<file path="config.mk">
export PLATFORM = sky130hd
export DESIGN_NAME = accl_limits
export DESIGN_NICKNAME = d
export VERILOG_FILES = /design/src/accl_detect.v /design/src/accl_limits.v
export VERILOG_INCLUDE_DIRS = /design/src
export SDC_FILE = /design/constraint.sdc
export NUM_CORES = 2
export LEC_CHECK = 0
export BUFFER_PORTS_ARGS = -buffer_cell sky130_fd_sc_hd__buf_2
export CORE_UTILIZATION = 60
export CTS_CLUSTER_SIZE = 16
export DETAILED_ROUTE_END_ITERATION = 10
export PLACE_DENSITY = 0.77
export SETUP_SLACK_MARGIN = 0.2
export SYNTH_ARGS = -nofsm -noshare
export SYNTH_HDL_FRONTEND = slang
export SYNTH_SLANG_ARGS = --single-unit
export TNS_END_PERCENT = 5
</file>
<file path="constraint.sdc">
create_clock -name clk -period 4.25 [get_ports clk]
set_clock_uncertainty 0.05 [all_clocks]
set_input_delay 0.425 -clock clk [delete_from_list [all_inputs] [get_ports clk]]
set_output_delay 0.425 -clock clk [all_outputs]
set_load 0.01 [all_outputs]
</file>
<file path="src/accl_map.vh">
// Register offsets, field positions and reset values of the channel bank.
`ifndef ACCL_MAP_VH
`define ACCL_MAP_VH

// Per-input settings, one byte-wide register per input, step 0x01.
`define ACCL_CFG_BASE 8'h30
// Limit arrays, one 12-bit register per input, step 0x02.
`define ACCL_UPPER_BASE 8'h40
`define ACCL_UPPER_LAST 8'h5E
`define ACCL_LOWER_BASE 8'h60
`define ACCL_DEADBAND_BASE 8'h80
`define ACCL_ARRAY_STEP 8'h02

// Block-level registers.
`define ACCL_CTRL 8'hE0
`define ACCL_HI_STATUS 8'hE2
`define ACCL_LO_STATUS 8'hE4
`define ACCL_HI_MASK 8'hE6
`define ACCL_LO_MASK 8'hE8
`define ACCL_HI_LIVE 8'hEA
`define ACCL_LO_LIVE 8'hEC

// Settings register fields.
`define ACCL_CFG_CHECK_BIT 7
`define ACCL_CFG_HIGHZ_BIT 3
`define ACCL_CFG_RATIO_MSB 1
`define ACCL_CFG_RATIO_LSB 0
`define ACCL_CFG_WMASK 8'h8B

// Control register fields.
`define ACCL_CTRL_ADVANCED_BIT 0

// Reset values.
`define ACCL_CFG_RESET 8'h08
`define ACCL_UPPER_RESET 12'h7FF
`define ACCL_LOWER_RESET 12'h000
`define ACCL_DEADBAND_RESET 12'h010
`define ACCL_CTRL_RESET 16'h0000

// Averaging ratio codes.
`define ACCL_RATIO_1 2'h0
`define ACCL_RATIO_4 2'h1
`define ACCL_RATIO_16 2'h2
`define ACCL_RATIO_64 2'h3

`endif

</file>
<file path="src/accl_detect.v">
// Hysteresis threshold detector for one analog input.
`default_nettype none
module accl_detect #(
	parameter LIM_W = 12
) (
	input wire clk,
	input wire rst_n,
	input wire check_enable,
	input wire sample_valid,
	input wire [LIM_W-1:0] sample_top,
	input wire [LIM_W-1:0] upper,
	input wire [LIM_W-1:0] lower,
	input wire [LIM_W-1:0] deadband,
	output reg high_alert_flag,
	output reg low_alert_flag,
	output reg high_set,
	output reg low_set
);
	// Sums are one bit wider so that a large deadband cannot wrap around.
	wire [LIM_W:0] sample_plus_band;
	wire [LIM_W:0] lower_plus_band;
	wire above_upper;
	wire below_release_hi;
	wire below_lower;
	wire above_release_lo;

	assign sample_plus_band = {1'b0, sample_top} + {1'b0, deadband};
	assign lower_plus_band = {1'b0, lower} + {1'b0, deadband};
	assign above_upper = sample_top > upper;
	assign below_release_hi = sample_plus_band < {1'b0, upper};
	assign below_lower = sample_top < lower;
	assign above_release_lo = {1'b0, sample_top} > lower_plus_band;

	always @(posedge clk or negedge rst_n) begin
		if (!rst_n) begin
			high_alert_flag <= 1'b0;
			low_alert_flag <= 1'b0;
			high_set <= 1'b0;
			low_set <= 1'b0;
		end else begin
			high_set <= 1'b0;
			low_set <= 1'b0;
			if (!check_enable) begin
				high_alert_flag <= 1'b0;
				low_alert_flag <= 1'b0;
			end else if (sample_valid) begin
				if (!high_alert_flag && above_upper) begin
					high_alert_flag <= 1'b1;
					high_set <= 1'b1;
				end else if (high_alert_flag && below_release_hi) begin
					high_alert_flag <= 1'b0;
				end
				if (!low_alert_flag && below_lower) begin
					low_alert_flag <= 1'b1;
					low_set <= 1'b1;
				end else if (low_alert_flag && above_release_lo) begin
					low_alert_flag <= 1'b0;
				end
			end
		end
	end
endmodule // accl_detect
`default_nettype wire

</file>
<file path="src/accl_limits.v">
// Per-input settings and limit register bank with alert detection.
// Notes on behaviour
// - In standard mode input zero's high-impedance bit drives all inputs.
// - In advanced mode each input takes its own high-impedance bit.
// - A high-impedance bit of zero means off and one means on.
// - In standard mode input zero's ratio field serves all inputs.
// - In advanced mode each input averages with its own ratio field.
// - Codes 0 to 3 select ratios 1, 4, 16, 64 and 16 to 19 result bits.
// - Upper limits are compared with the top twelve result bits.
// - Lower limits are compared with the top twelve result bits.
// - Deadbands are on the same twelve-bit scale as the result top bits.
// - Limit arrays start at 0x40, 0x60 and 0x80 with a step of two.
// - Upper limits reset to 0x7FF.
// - Lower limits reset to zero.
// - Deadbands reset to 0x10.
// - Alert flags stay low on inputs whose limit checking is off.
`default_nettype none
`include "accl_map.vh"
module accl_limits #(
	parameter NUM_IN = 16,
	parameter RESULT_W = 16,
	parameter LIM_W = 12
) (
	input wire clk,
	input wire rst_n,
	input wire [7:0] reg_addr,
	input wire [15:0] reg_wdata,
	input wire reg_wr,
	input wire reg_rd,
	output reg [15:0] reg_rdata,
	input wire result_valid,
	input wire [3:0] result_channel,
	input wire [RESULT_W-1:0] result_data,
	input wire [3:0] conv_channel,
	output reg [NUM_IN-1:0] input_highz_enable,
	output reg [2*NUM_IN-1:0] averaging_ratio_select,
	output reg [6:0] conv_ratio,
	output reg [4:0] conv_result_bits,
	output reg conv_highz,
	output wire [NUM_IN-1:0] high_alert_flag,
	output wire [NUM_IN-1:0] low_alert_flag,
	output wire irq
);
	// Decodes an even address inside one 16-entry limit array.
	function in_array;
		input [7:0] addr;
		input [7:0] base;
		begin
			in_array = (addr[7:5] == base[7:5]) && !addr[0];
		end
	endfunction

	function [6:0] ratio_of;
		input [1:0] code;
		begin
			case (code)
			`ACCL_RATIO_1: ratio_of = 7'h01;
			`ACCL_RATIO_4: ratio_of = 7'h04;
			`ACCL_RATIO_16: ratio_of = 7'h10;
			`ACCL_RATIO_64: ratio_of = 7'h40;
			default: ratio_of = 7'h01;
			endcase
		end
	endfunction

	function [4:0] bits_of;
		input [1:0] code;
		begin
			case (code)
			`ACCL_RATIO_1: bits_of = 5'h10;
			`ACCL_RATIO_4: bits_of = 5'h11;
			`ACCL_RATIO_16: bits_of = 5'h12;
			`ACCL_RATIO_64: bits_of = 5'h13;
			default: bits_of = 5'h10;
			endcase
		end
	endfunction

	reg [7:0] cfg_mem [0:NUM_IN-1];
	reg [LIM_W-1:0] upper_mem [0:NUM_IN-1];
	reg [LIM_W-1:0] lower_mem [0:NUM_IN-1];
	reg [LIM_W-1:0] band_mem [0:NUM_IN-1];
	reg [15:0] ctrl;
	reg [NUM_IN-1:0] hi_status;
	reg [NUM_IN-1:0] lo_status;
	reg [NUM_IN-1:0] hi_mask;
	reg [NUM_IN-1:0] lo_mask;
	reg [15:0] next_rdata;
	reg [NUM_IN-1:0] next_highz;
	reg [2*NUM_IN-1:0] next_ratio;
	reg [NUM_IN-1:0] check_enable;
	wire [NUM_IN-1:0] hi_set;
	wire [NUM_IN-1:0] lo_set;
	wire advanced;
	wire hit_cfg;
	wire hit_upper;
	wire hit_lower;
	wire hit_band;
	wire [3:0] cfg_idx;
	wire [3:0] arr_idx;
	wire rd_hi_status;
	wire rd_lo_status;
	integer i;
	integer j;
	localparam [7:0] CFG_BASE = `ACCL_CFG_BASE;

	assign advanced = ctrl[`ACCL_CTRL_ADVANCED_BIT];
	assign hit_cfg = reg_addr[7:4] == CFG_BASE[7:4];
	assign hit_upper = in_array(reg_addr, `ACCL_UPPER_BASE);
	assign hit_lower = in_array(reg_addr, `ACCL_LOWER_BASE);
	assign hit_band = in_array(reg_addr, `ACCL_DEADBAND_BASE);
	assign cfg_idx = reg_addr[3:0];
	assign arr_idx = reg_addr[4:1];
	assign rd_hi_status = reg_rd && (reg_addr == `ACCL_HI_STATUS);
	assign rd_lo_status = reg_rd && (reg_addr == `ACCL_LO_STATUS);

	// Register writes; only documented fields are stored.
	always @(posedge clk or negedge rst_n) begin
		if (!rst_n) begin
			for (i = 0; i < NUM_IN; i = i + 1) begin
				cfg_mem[i] <= `ACCL_CFG_RESET;
				upper_mem[i] <= `ACCL_UPPER_RESET;
				lower_mem[i] <= `ACCL_LOWER_RESET;
				band_mem[i] <= `ACCL_DEADBAND_RESET;
			end
			ctrl <= `ACCL_CTRL_RESET;
			hi_mask <= {NUM_IN{1'b0}};
			lo_mask <= {NUM_IN{1'b0}};
		end else if (reg_wr) begin
			if (hit_cfg) begin
				cfg_mem[cfg_idx] <= reg_wdata[7:0] & `ACCL_CFG_WMASK;
			end
			if (hit_upper) begin
				upper_mem[arr_idx] <= reg_wdata[LIM_W-1:0];
			end
			if (hit_lower) begin
				lower_mem[arr_idx] <= reg_wdata[LIM_W-1:0];
			end
			if (hit_band) begin
				band_mem[arr_idx] <= reg_wdata[LIM_W-1:0];
			end
			if (reg_addr == `ACCL_CTRL) begin
				ctrl <= {15'h0000, reg_wdata[`ACCL_CTRL_ADVANCED_BIT]};
			end
			if (reg_addr == `ACCL_HI_MASK) begin
				hi_mask <= reg_wdata[NUM_IN-1:0];
			end
			if (reg_addr == `ACCL_LO_MASK) begin
				lo_mask <= reg_wdata[NUM_IN-1:0];
			end
		end
	end

	// Sticky status: a read clears it, but a same-cycle event still sets.
	always @(posedge clk or negedge rst_n) begin
		if (!rst_n) begin
			hi_status <= {NUM_IN{1'b0}};
			lo_status <= {NUM_IN{1'b0}};
		end else begin
			hi_status <= (rd_hi_status ? {NUM_IN{1'b0}} : hi_status) | hi_set;
			lo_status <= (rd_lo_status ? {NUM_IN{1'b0}} : lo_status) | lo_set;
		end
	end

	assign irq = |(hi_status & hi_mask) | |(lo_status & lo_mask);

	// Read mux; unmapped and odd array addresses return zero.
	always @* begin
		next_rdata = 16'h0000;
		if (hit_cfg) begin
			next_rdata = {8'h00, cfg_mem[cfg_idx]};
		end else if (hit_upper) begin
			next_rdata = {4'h0, upper_mem[arr_idx]};
		end else if (hit_lower) begin
			next_rdata = {4'h0, lower_mem[arr_idx]};
		end else if (hit_band) begin
			next_rdata = {4'h0, band_mem[arr_idx]};
		end else begin
			case (reg_addr)
			`ACCL_CTRL: next_rdata = ctrl;
			`ACCL_HI_STATUS: next_rdata = hi_status;
			`ACCL_LO_STATUS: next_rdata = lo_status;
			`ACCL_HI_MASK: next_rdata = hi_mask;
			`ACCL_LO_MASK: next_rdata = lo_mask;
			`ACCL_HI_LIVE: next_rdata = high_alert_flag;
			`ACCL_LO_LIVE: next_rdata = low_alert_flag;
			default: next_rdata = 16'h0000;
			endcase
		end
	end

	always @(posedge clk or negedge rst_n) begin
		if (!rst_n) begin
			reg_rdata <= 16'h0000;
		end else if (reg_rd) begin
			reg_rdata <= next_rdata;
		end else begin
			reg_rdata <= 16'h0000;
		end
	end

	// Scope of each setting follows the sequencer mode.
	always @* begin
		for (j = 0; j < NUM_IN; j = j + 1) begin
			if (advanced) begin
				next_highz[j] = cfg_mem[j][`ACCL_CFG_HIGHZ_BIT];
				next_ratio[2*j +: 2] = cfg_mem[j][1:0];
				check_enable[j] = cfg_mem[j][`ACCL_CFG_CHECK_BIT];
			end else begin
				next_highz[j] = cfg_mem[0][`ACCL_CFG_HIGHZ_BIT];
				next_ratio[2*j +: 2] = cfg_mem[0][1:0];
				check_enable[j] = cfg_mem[0][`ACCL_CFG_CHECK_BIT];
			end
		end
	end

	// Outputs are registered, so mode changes show one cycle later.
	always @(posedge clk or negedge rst_n) begin
		if (!rst_n) begin
			input_highz_enable <= {NUM_IN{1'b0}};
			averaging_ratio_select <= {2*NUM_IN{1'b0}};
			conv_ratio <= 7'h01;
			conv_result_bits <= 5'h10;
			conv_highz <= 1'b0;
		end else begin
			input_highz_enable <= next_highz;
			averaging_ratio_select <= next_ratio;
			conv_ratio <= ratio_of(next_ratio[2*conv_channel +: 2]);
			conv_result_bits <= bits_of(next_ratio[2*conv_channel +: 2]);
			conv_highz <= next_highz[conv_channel];
		end
	end

	genvar g;
	generate
		for (g = 0; g < NUM_IN; g = g + 1) begin : gen_det
			accl_detect #(
				.LIM_W(LIM_W)
			) u_det (
				.clk(clk),
				.rst_n(rst_n),
				.check_enable(check_enable[g]),
				.sample_valid(result_valid && (result_channel == g)),
				.sample_top(result_data[RESULT_W-1 -: LIM_W]),
				.upper(upper_mem[g]),
				.lower(lower_mem[g]),
				.deadband(band_mem[g]),
				.high_alert_flag(high_alert_flag[g]),
				.low_alert_flag(low_alert_flag[g]),
				.high_set(hi_set[g]),
				.low_set(lo_set[g])
			);
		end
	endgenerate
endmodule // accl_limits
`default_nettype wire

</file>
# == After elaboration in Yosys (flattened, before gate mapping) ==
# Index checks and enable logic that the tools add are counted.
# classes
order_cmp,69
addsub,32
n_eq_ne,77
bitwise,7
n_reduce_logical,163
shift,1
mux,301
# ops
cell,count
bitwise mux 192 bit,3
adder 12 x 12 -> 13 bit,32
two-way mux 1 bit,255
greater-than comparator 12 x 13 -> 1 bit,16
< comparator 13 x 12 -> 1 bit,16
greater-than comparator 12 bit,16
< comparator 12 bit,16
binary-select mux 12 bit (select 4 bit),3
bitwise mux 128 bit,1
two-way mux 16 bit,7
case mux 16 bit (7 select lines),1
!= test 3 bit (second input constant),30
logical AND 1 bit,87
two-way mux 12 bit,7
AND reduction 2 bit,39
equality test 8 bit (second input constant),7
demux 12 bit (select 4 bit),1
logical NOT 1 bit,33
AND 16 bit,2
binary-select mux 8 bit (select 4 bit),1
demux 8 bit (select 4 bit),1
equality test 4 bit (second input constant),8
OR 16 bit,2
OR reduction 16 bit,2
23 further kinds,64
# word_totals
ff_bits,910
inputBits,53
out_inout_bits,110

# == Depth between registers and ports, before layout ==
# depth
word_depth,9
mapped_depth,17
depth_no_buf,17

# == Cells and area by module ==
# A second synthesis with hierarchy kept.
# hier_totals
cells_unflattened,6951
hier_area_um2,71845.2
# modules_own_cells
module,cells_each,instances,area_per_inst_um2
accl_limits,2529,1,36749.0
accl_detect at gen_det[14].u_det ...,273,7,2173.3
accl_detect at gen_det[0].u_det ...,279,6,2203.4
accl_detect at gen_det[15].u_det,281,1,2240.9
accl_detect at gen_det[3].u_det,277,1,2229.6
accl_detect at gen_det[13].u_det,279,1,2192.1

# == Worst setup path before layout ==
# Ideal clock, no wire load.
# synth_path
path_kind,input to register
startpoint,input result_data[4]
endpoint,register gen_det[1].u_det.high_alert_flag
stages,15
n_path_buf,0
t_arrival_ps,3433
slack_ps,641
path_cell_list,ha_1 fa_1 a21o_1 a2111o_1 a21o_1 a21o_1 a31oi_1 xnor2_1 ha_1 o211ai_1 nor2_1 o31a_1 o31ai_1 nand2_1 a311o_1
# synth_via
elab_chain_len,5
word_cells_on_any_way,10
# synth_rtl
item,line_no,source
start: declaration,accl_limits.v:33,"input wire [RESULT_W-1:0] result_data,"
adder 12 x 12 -> 13 bit / greater-than comparator 12 bit (equally long branches),"accl_detect.v:27, accl_detect.v:29",
< comparator 13 x 12 -> 1 bit / logical AND 1 bit (equally long branches),"accl_detect.v:30, accl_detect.v:47",
logical AND 1 bit / two-way mux 1 bit (equally long branches),"accl_detect.v:50, accl_detect.v:47",
!= test 3 bit (no source line) / two-way mux 1 bit (equally long branches),-,
AND reduction 2 bit (no source line) / two-way mux 1 bit (equally long branches),-,
end signal: assignment,accl_detect.v:36,high_alert_flag <= 1'b0;
end signal: assignment,accl_detect.v:48,high_alert_flag <= 1'b1;
end signal: assignment,accl_detect.v:51,high_alert_flag <= 1'b0;
end: declaration,accl_detect.v:14,"output reg high_alert_flag,"
# Several ways; a longest one is shown, not always the timed one. The select of a mux whose other input is x is not followed.
# A chain may end at the register's enable or synchronous reset.

# == Final worst setup path ==
# layout_path
startpoint,register lower_mem[60] in the netlist's numbering
endpoint,register gen_det[10].u_det.low_alert_flag
# layout_via
elab_chain_len,5
word_cells_on_any_way,10
# layout_rtl
item,line_no,source
start: declaration,accl_limits.v:81,reg [LIM_W-1:0] lower_mem [0:NUM_IN-1];
start signal: indexed assignment,accl_limits.v:123,lower_mem[i] <= `ACCL_LOWER_RESET;
start signal: indexed assignment,accl_limits.v:137,lower_mem[arr_idx] <= reg_wdata[LIM_W-1:0];
adder 12 x 12 -> 13 bit / < comparator 12 bit (equally long branches),"accl_detect.v:28, accl_detect.v:31",
greater-than comparator 12 x 13 -> 1 bit / logical AND 1 bit (equally long branches),"accl_detect.v:32, accl_detect.v:53",
logical AND 1 bit / two-way mux 1 bit (equally long branches),"accl_detect.v:56, accl_detect.v:53",
!= test 3 bit (no source line) / two-way mux 1 bit (equally long branches),-,
AND reduction 2 bit (no source line) / two-way mux 1 bit (equally long branches),-,
end signal: assignment,accl_detect.v:37,low_alert_flag <= 1'b0;
end signal: assignment,accl_detect.v:54,low_alert_flag <= 1'b1;
end signal: assignment,accl_detect.v:57,low_alert_flag <= 1'b0;
end: declaration,accl_detect.v:15,"output reg low_alert_flag,"
# Several ways; a longest one is shown, not always the timed one. The select of a mux whose other input is x is not followed.

==> impl_metrics.env <==
export IMPL_outcome="finished clean"
export IMPL_clk_path_buf_depth=3
export IMPL_synth_largest_area_cell="dfrtp_1"
export IMPL_finalSetupViolCount=0
export IMPL_synthCells=6885
export IMPL_crit_slowest_cell="dfrtp_1"
export IMPL_fmax_ghz=0.250
export IMPL_cp_num_cells=15
export IMPL_pwr_share_seq_pct=39.2
export IMPL_r2r_start="lower_mem[60]$_DFFE_PN0P_"
export IMPL_critical_path_top_delay_family="compound AO/OA/AOI/OAI gates"
export IMPL_ios=163
export IMPL_area_growth_pct=9.75
export IMPL_synth_flop_cell="dfrtp_1"
export IMPL_crit_required_ps=4850
export IMPL_combPwrFrac_pct=23.2
export IMPL_antenna_found_initial=37
export IMPL_setup_tns_ps=0
export IMPL_nets=8331
export IMPL_slew_headroom_pct=11.7
export IMPL_p_leak_nw=36.8
export IMPL_dr_total_vias=61400
export IMPL_yosys_warnings=0
export IMPL_cp_max_fo=4
export IMPL_dieArea_sq_mm=0.119
export IMPL_slew_violations=0
export IMPL_netSwitchingPower_w=0.00743
export IMPL_die_w_microns=345
export IMPL_worstPathArrival_ps=4600
export IMPL_finalHoldViolations=0
export IMPL_first_iter_violations=7603
export IMPL_maxCapViolCount=0
export IMPL_start_kind="flop"
export IMPL_stdcell_count=8743
export IMPL_worst_slew_pin_slew_ps=1320
export IMPL_root_buffer="clkbuf_16"
export IMPL_endpoint_kind="flop"
export IMPL_r2r_setup_slack_ps=250
export IMPL_yosysMostFrequentCell="ha_1"
export IMPL_cts_tree="built"
export IMPL_switching_share_pct=32.4
export IMPL_portBuffers=152
export IMPL_crit_path_end="gen_det[10].u_det.low_alert_flag$_DFFE_PN0P_"
export IMPL_clk_latency_ps=720
export IMPL_p_clk_share_pct=37.6
export IMPL_h_tree_depth=3
export IMPL_timing_final_crit_share_pct=94.1
export IMPL_track_usage_pct=44.7
export IMPL_drive_above_1_share_pct=22.0
export IMPL_grt_max_degree=111
export IMPL_synth_edf_count=0
export IMPL_clk_pin_slew_ps=60
export IMPL_hp_class="input pin to flop"
export IMPL_ant_nets=0
export IMPL_synth_area_leaders="dfrtp_1 22%, ha_1 20%, mux2_2 9.2%"
export IMPL_finalWeightedCongestion=1.08
export IMPL_avgSynthCellArea_sq_um=10.3
export IMPL_synth_commonest_cells="1120 x ha_1, 631 x dfrtp_1, 575 x mux2_2"
export IMPL_rr_endpoint="gen_det[10].u_det.low_alert_flag$_DFFE_PN0P_"
export IMPL_p_int_w=0.0155
export IMPL_syn_area_sq_mm=0.0707
export IMPL_ir_drop_uv=342
export IMPL_power_density_mw_per_mm2=296
export IMPL_ys_seq_elements=840
export IMPL_rsz0062_at_grt="yes"
export IMPL_dr_pass1_iters=8
export IMPL_wirelength_mm=271
export IMPL_synth_yosys_seq_area_share_pct=30.1
export IMPL_finalPower_w=0.0230
export IMPL_dp_hpwl_mm=203
export IMPL_worstSetupStartpoint="lower_mem[60]$_DFFE_PN0P_"
export IMPL_fin_crit_ps=4000
export IMPL_die_height_microns=345
export IMPL_numCtsBuffers=93
export IMPL_routed_via_density=7.02
export IMPL_path_buf_inv=0
export IMPL_worst_setup_path_type="flop to flop"
export IMPL_reg2reg_depth=15
export IMPL_grt_pass1_wl_mm=392
export IMPL_num_rows=125
export IMPL_place_inst=8550
export IMPL_core_sq_mm=0.117
export IMPL_wl_per_cell_microns=31.0
export IMPL_critPathMaxStageDelay_ps=490
export IMPL_start_util_pct=60.7
export IMPL_cts_sinks=840
export IMPL_grt_pass1_vias=58500
export IMPL_async_flop_share_pct=100
export IMPL_drc=0
export IMPL_crit_chain="ha_1 > fa_1 > a21oi_1 > o211ai_1 > or4_1 > o2111ai_1 > nand2b_1 > a21oi_1 > xor2_1 > ha_1 > a2111oi_1 > nand2_1 > o21ai_0 > o211ai_1 > nand2b_1"
export IMPL_grt_overflow=0
export IMPL_yosysUniqueCellTypes=90
export IMPL_synth_top_cell_area_share_pct=22.3
[logic make-up after synthesis]
logic type	share of synthesized area [%]
and+or+nand+nor	10.6
AOI/OAI and AO/OA	13.9
adders and majority gates	20.7
muxes	17.1
DFF	30.1
buffers and inverters	4.27
xor gates and xnor gates	3.31
other	0.0106
[worst reg2reg max path: stages, from the launching register on]
cell and delay, ps:
dfrtp_1 490, ha_1 290, fa_1 410, a21oi_1 200, o211ai_1 150, or4_1 450
o2111ai_1 180, nand2b_1 100, a21oi_1 180, xor2_1 200, ha_1 280, a2111oi_1 450
nand2_1 90, o21ai_0 230, o211ai_1 120, nand2b_1 100
[worst min path at each step]
stage	start	endpoint	slack, ps	cells past startpoint
after global routing	reg_wdata[14]	hi_mask[14]$_DFFE_PN0P_	40	2
after detailed placement	gen_det[4].u_det.high_set$_DFF_PN0_	hi_status[4]$_DFF_PN0_	360	1
after CTS	reg_wdata[13]	hi_mask[13]$_DFFE_PN0P_	20	2
after floorplan	rst_n	averaging_ratio_select[0]$_DFF_PN0_	80	0
final	reg_wdata[15]	hi_mask[15]$_DFFE_PN0P_	40	2
after global placement	gen_det[11].u_det.low_set$_DFF_PN0_	lo_status[11]$_DFF_PN0_	360	1
[per-layer routing]
metal / wire length [microns] / global-route usage (%)
met4: 20400 / 28.0
met3: 38400 / 15.1
met2: 110000 / 63.5
met5: 264 / 0
met1: 101000 / 58.4
[area by class of cell]
class / count / area, sq um
diodes: 15 / 37.5
well taps: 1524 / 1910
multi-input cells: 5352 / 46500
fillers: 8952 / 38900
clock inverters: 50 / 552
flip-flops and latches: 840 / 21300
repair buffers: 408 / 3090
clock buffers: 123 / 2630
inverters: 431 / 1620
[power groups by stage]
stage	Combinational (W)	Clock [W]	Sequential, W
final	0.00532	0.00864	0.00899
after global routing	0.00580	0.00891	0.00900
after CTS	0.00517	0.00861	0.00896
after floorplan	0.00334	0	0.00880
after global placement	0.00492	0	0.00907
after detailed placement	0.00511	0	0.00909
[state kept, by name, indices dropped and copies added (netlist names), 32 cells and up]
signal                  cells
averaging_ratio_select     32
cfg_mem                    64
upper_mem                 192
lower_mem                 192
band_mem                  192
[layout by cell type, fill, tap and decap left out, types with 44 or more instances in the layout]
cell type and count:
a211oi_1 89, a21o_1 180, a21oi_1 393, a22oi_1 44, buf_2 135, buf_4 240, clkbuf_16 94, dfrtp_1 626
dfstp_2 209, ha_1 1119, inv_1 429, mux2_1 104, mux2_2 575, mux2i_1 50, mux4_2 174, nand2_1 397
nand2b_1 107, nand3_1 129, nand4_1 122, nor2_1 370, nor2b_1 108, nor3_1 136, o211ai_1 58, o21a_1 111
o21ai_0 272, xnor2_1 149, xor2_1 118
[timing repair]
action                                  4_1_cts  5_1_grt
setup buffers                                 0        2
hold buffers                                  3        0
pin swaps                                     0        3
resized for setup                             1       16
endpoints found under the hold margin        84        0
endpoints found under the setup margin        1       15
[metrics by stage]
stage / hold slack (ps) / setup WS (ps) / cell area, sq um / util (%)
final: 43.6 / 250 / 77600 / 66.6
after CTS: 18.3 / 225 / 77500 / 66.5
after detailed placement: 363 / -152 / 74300 / 63.8
after global placement: 360 / -85.8 / 74300 / 63.8
after global routing: 40.2 / 109 / 77600 / 66.6
after floorplan: 79.4 / 641 / 70800 / -
Note: power is estimated with default switching activity, not from simulation.
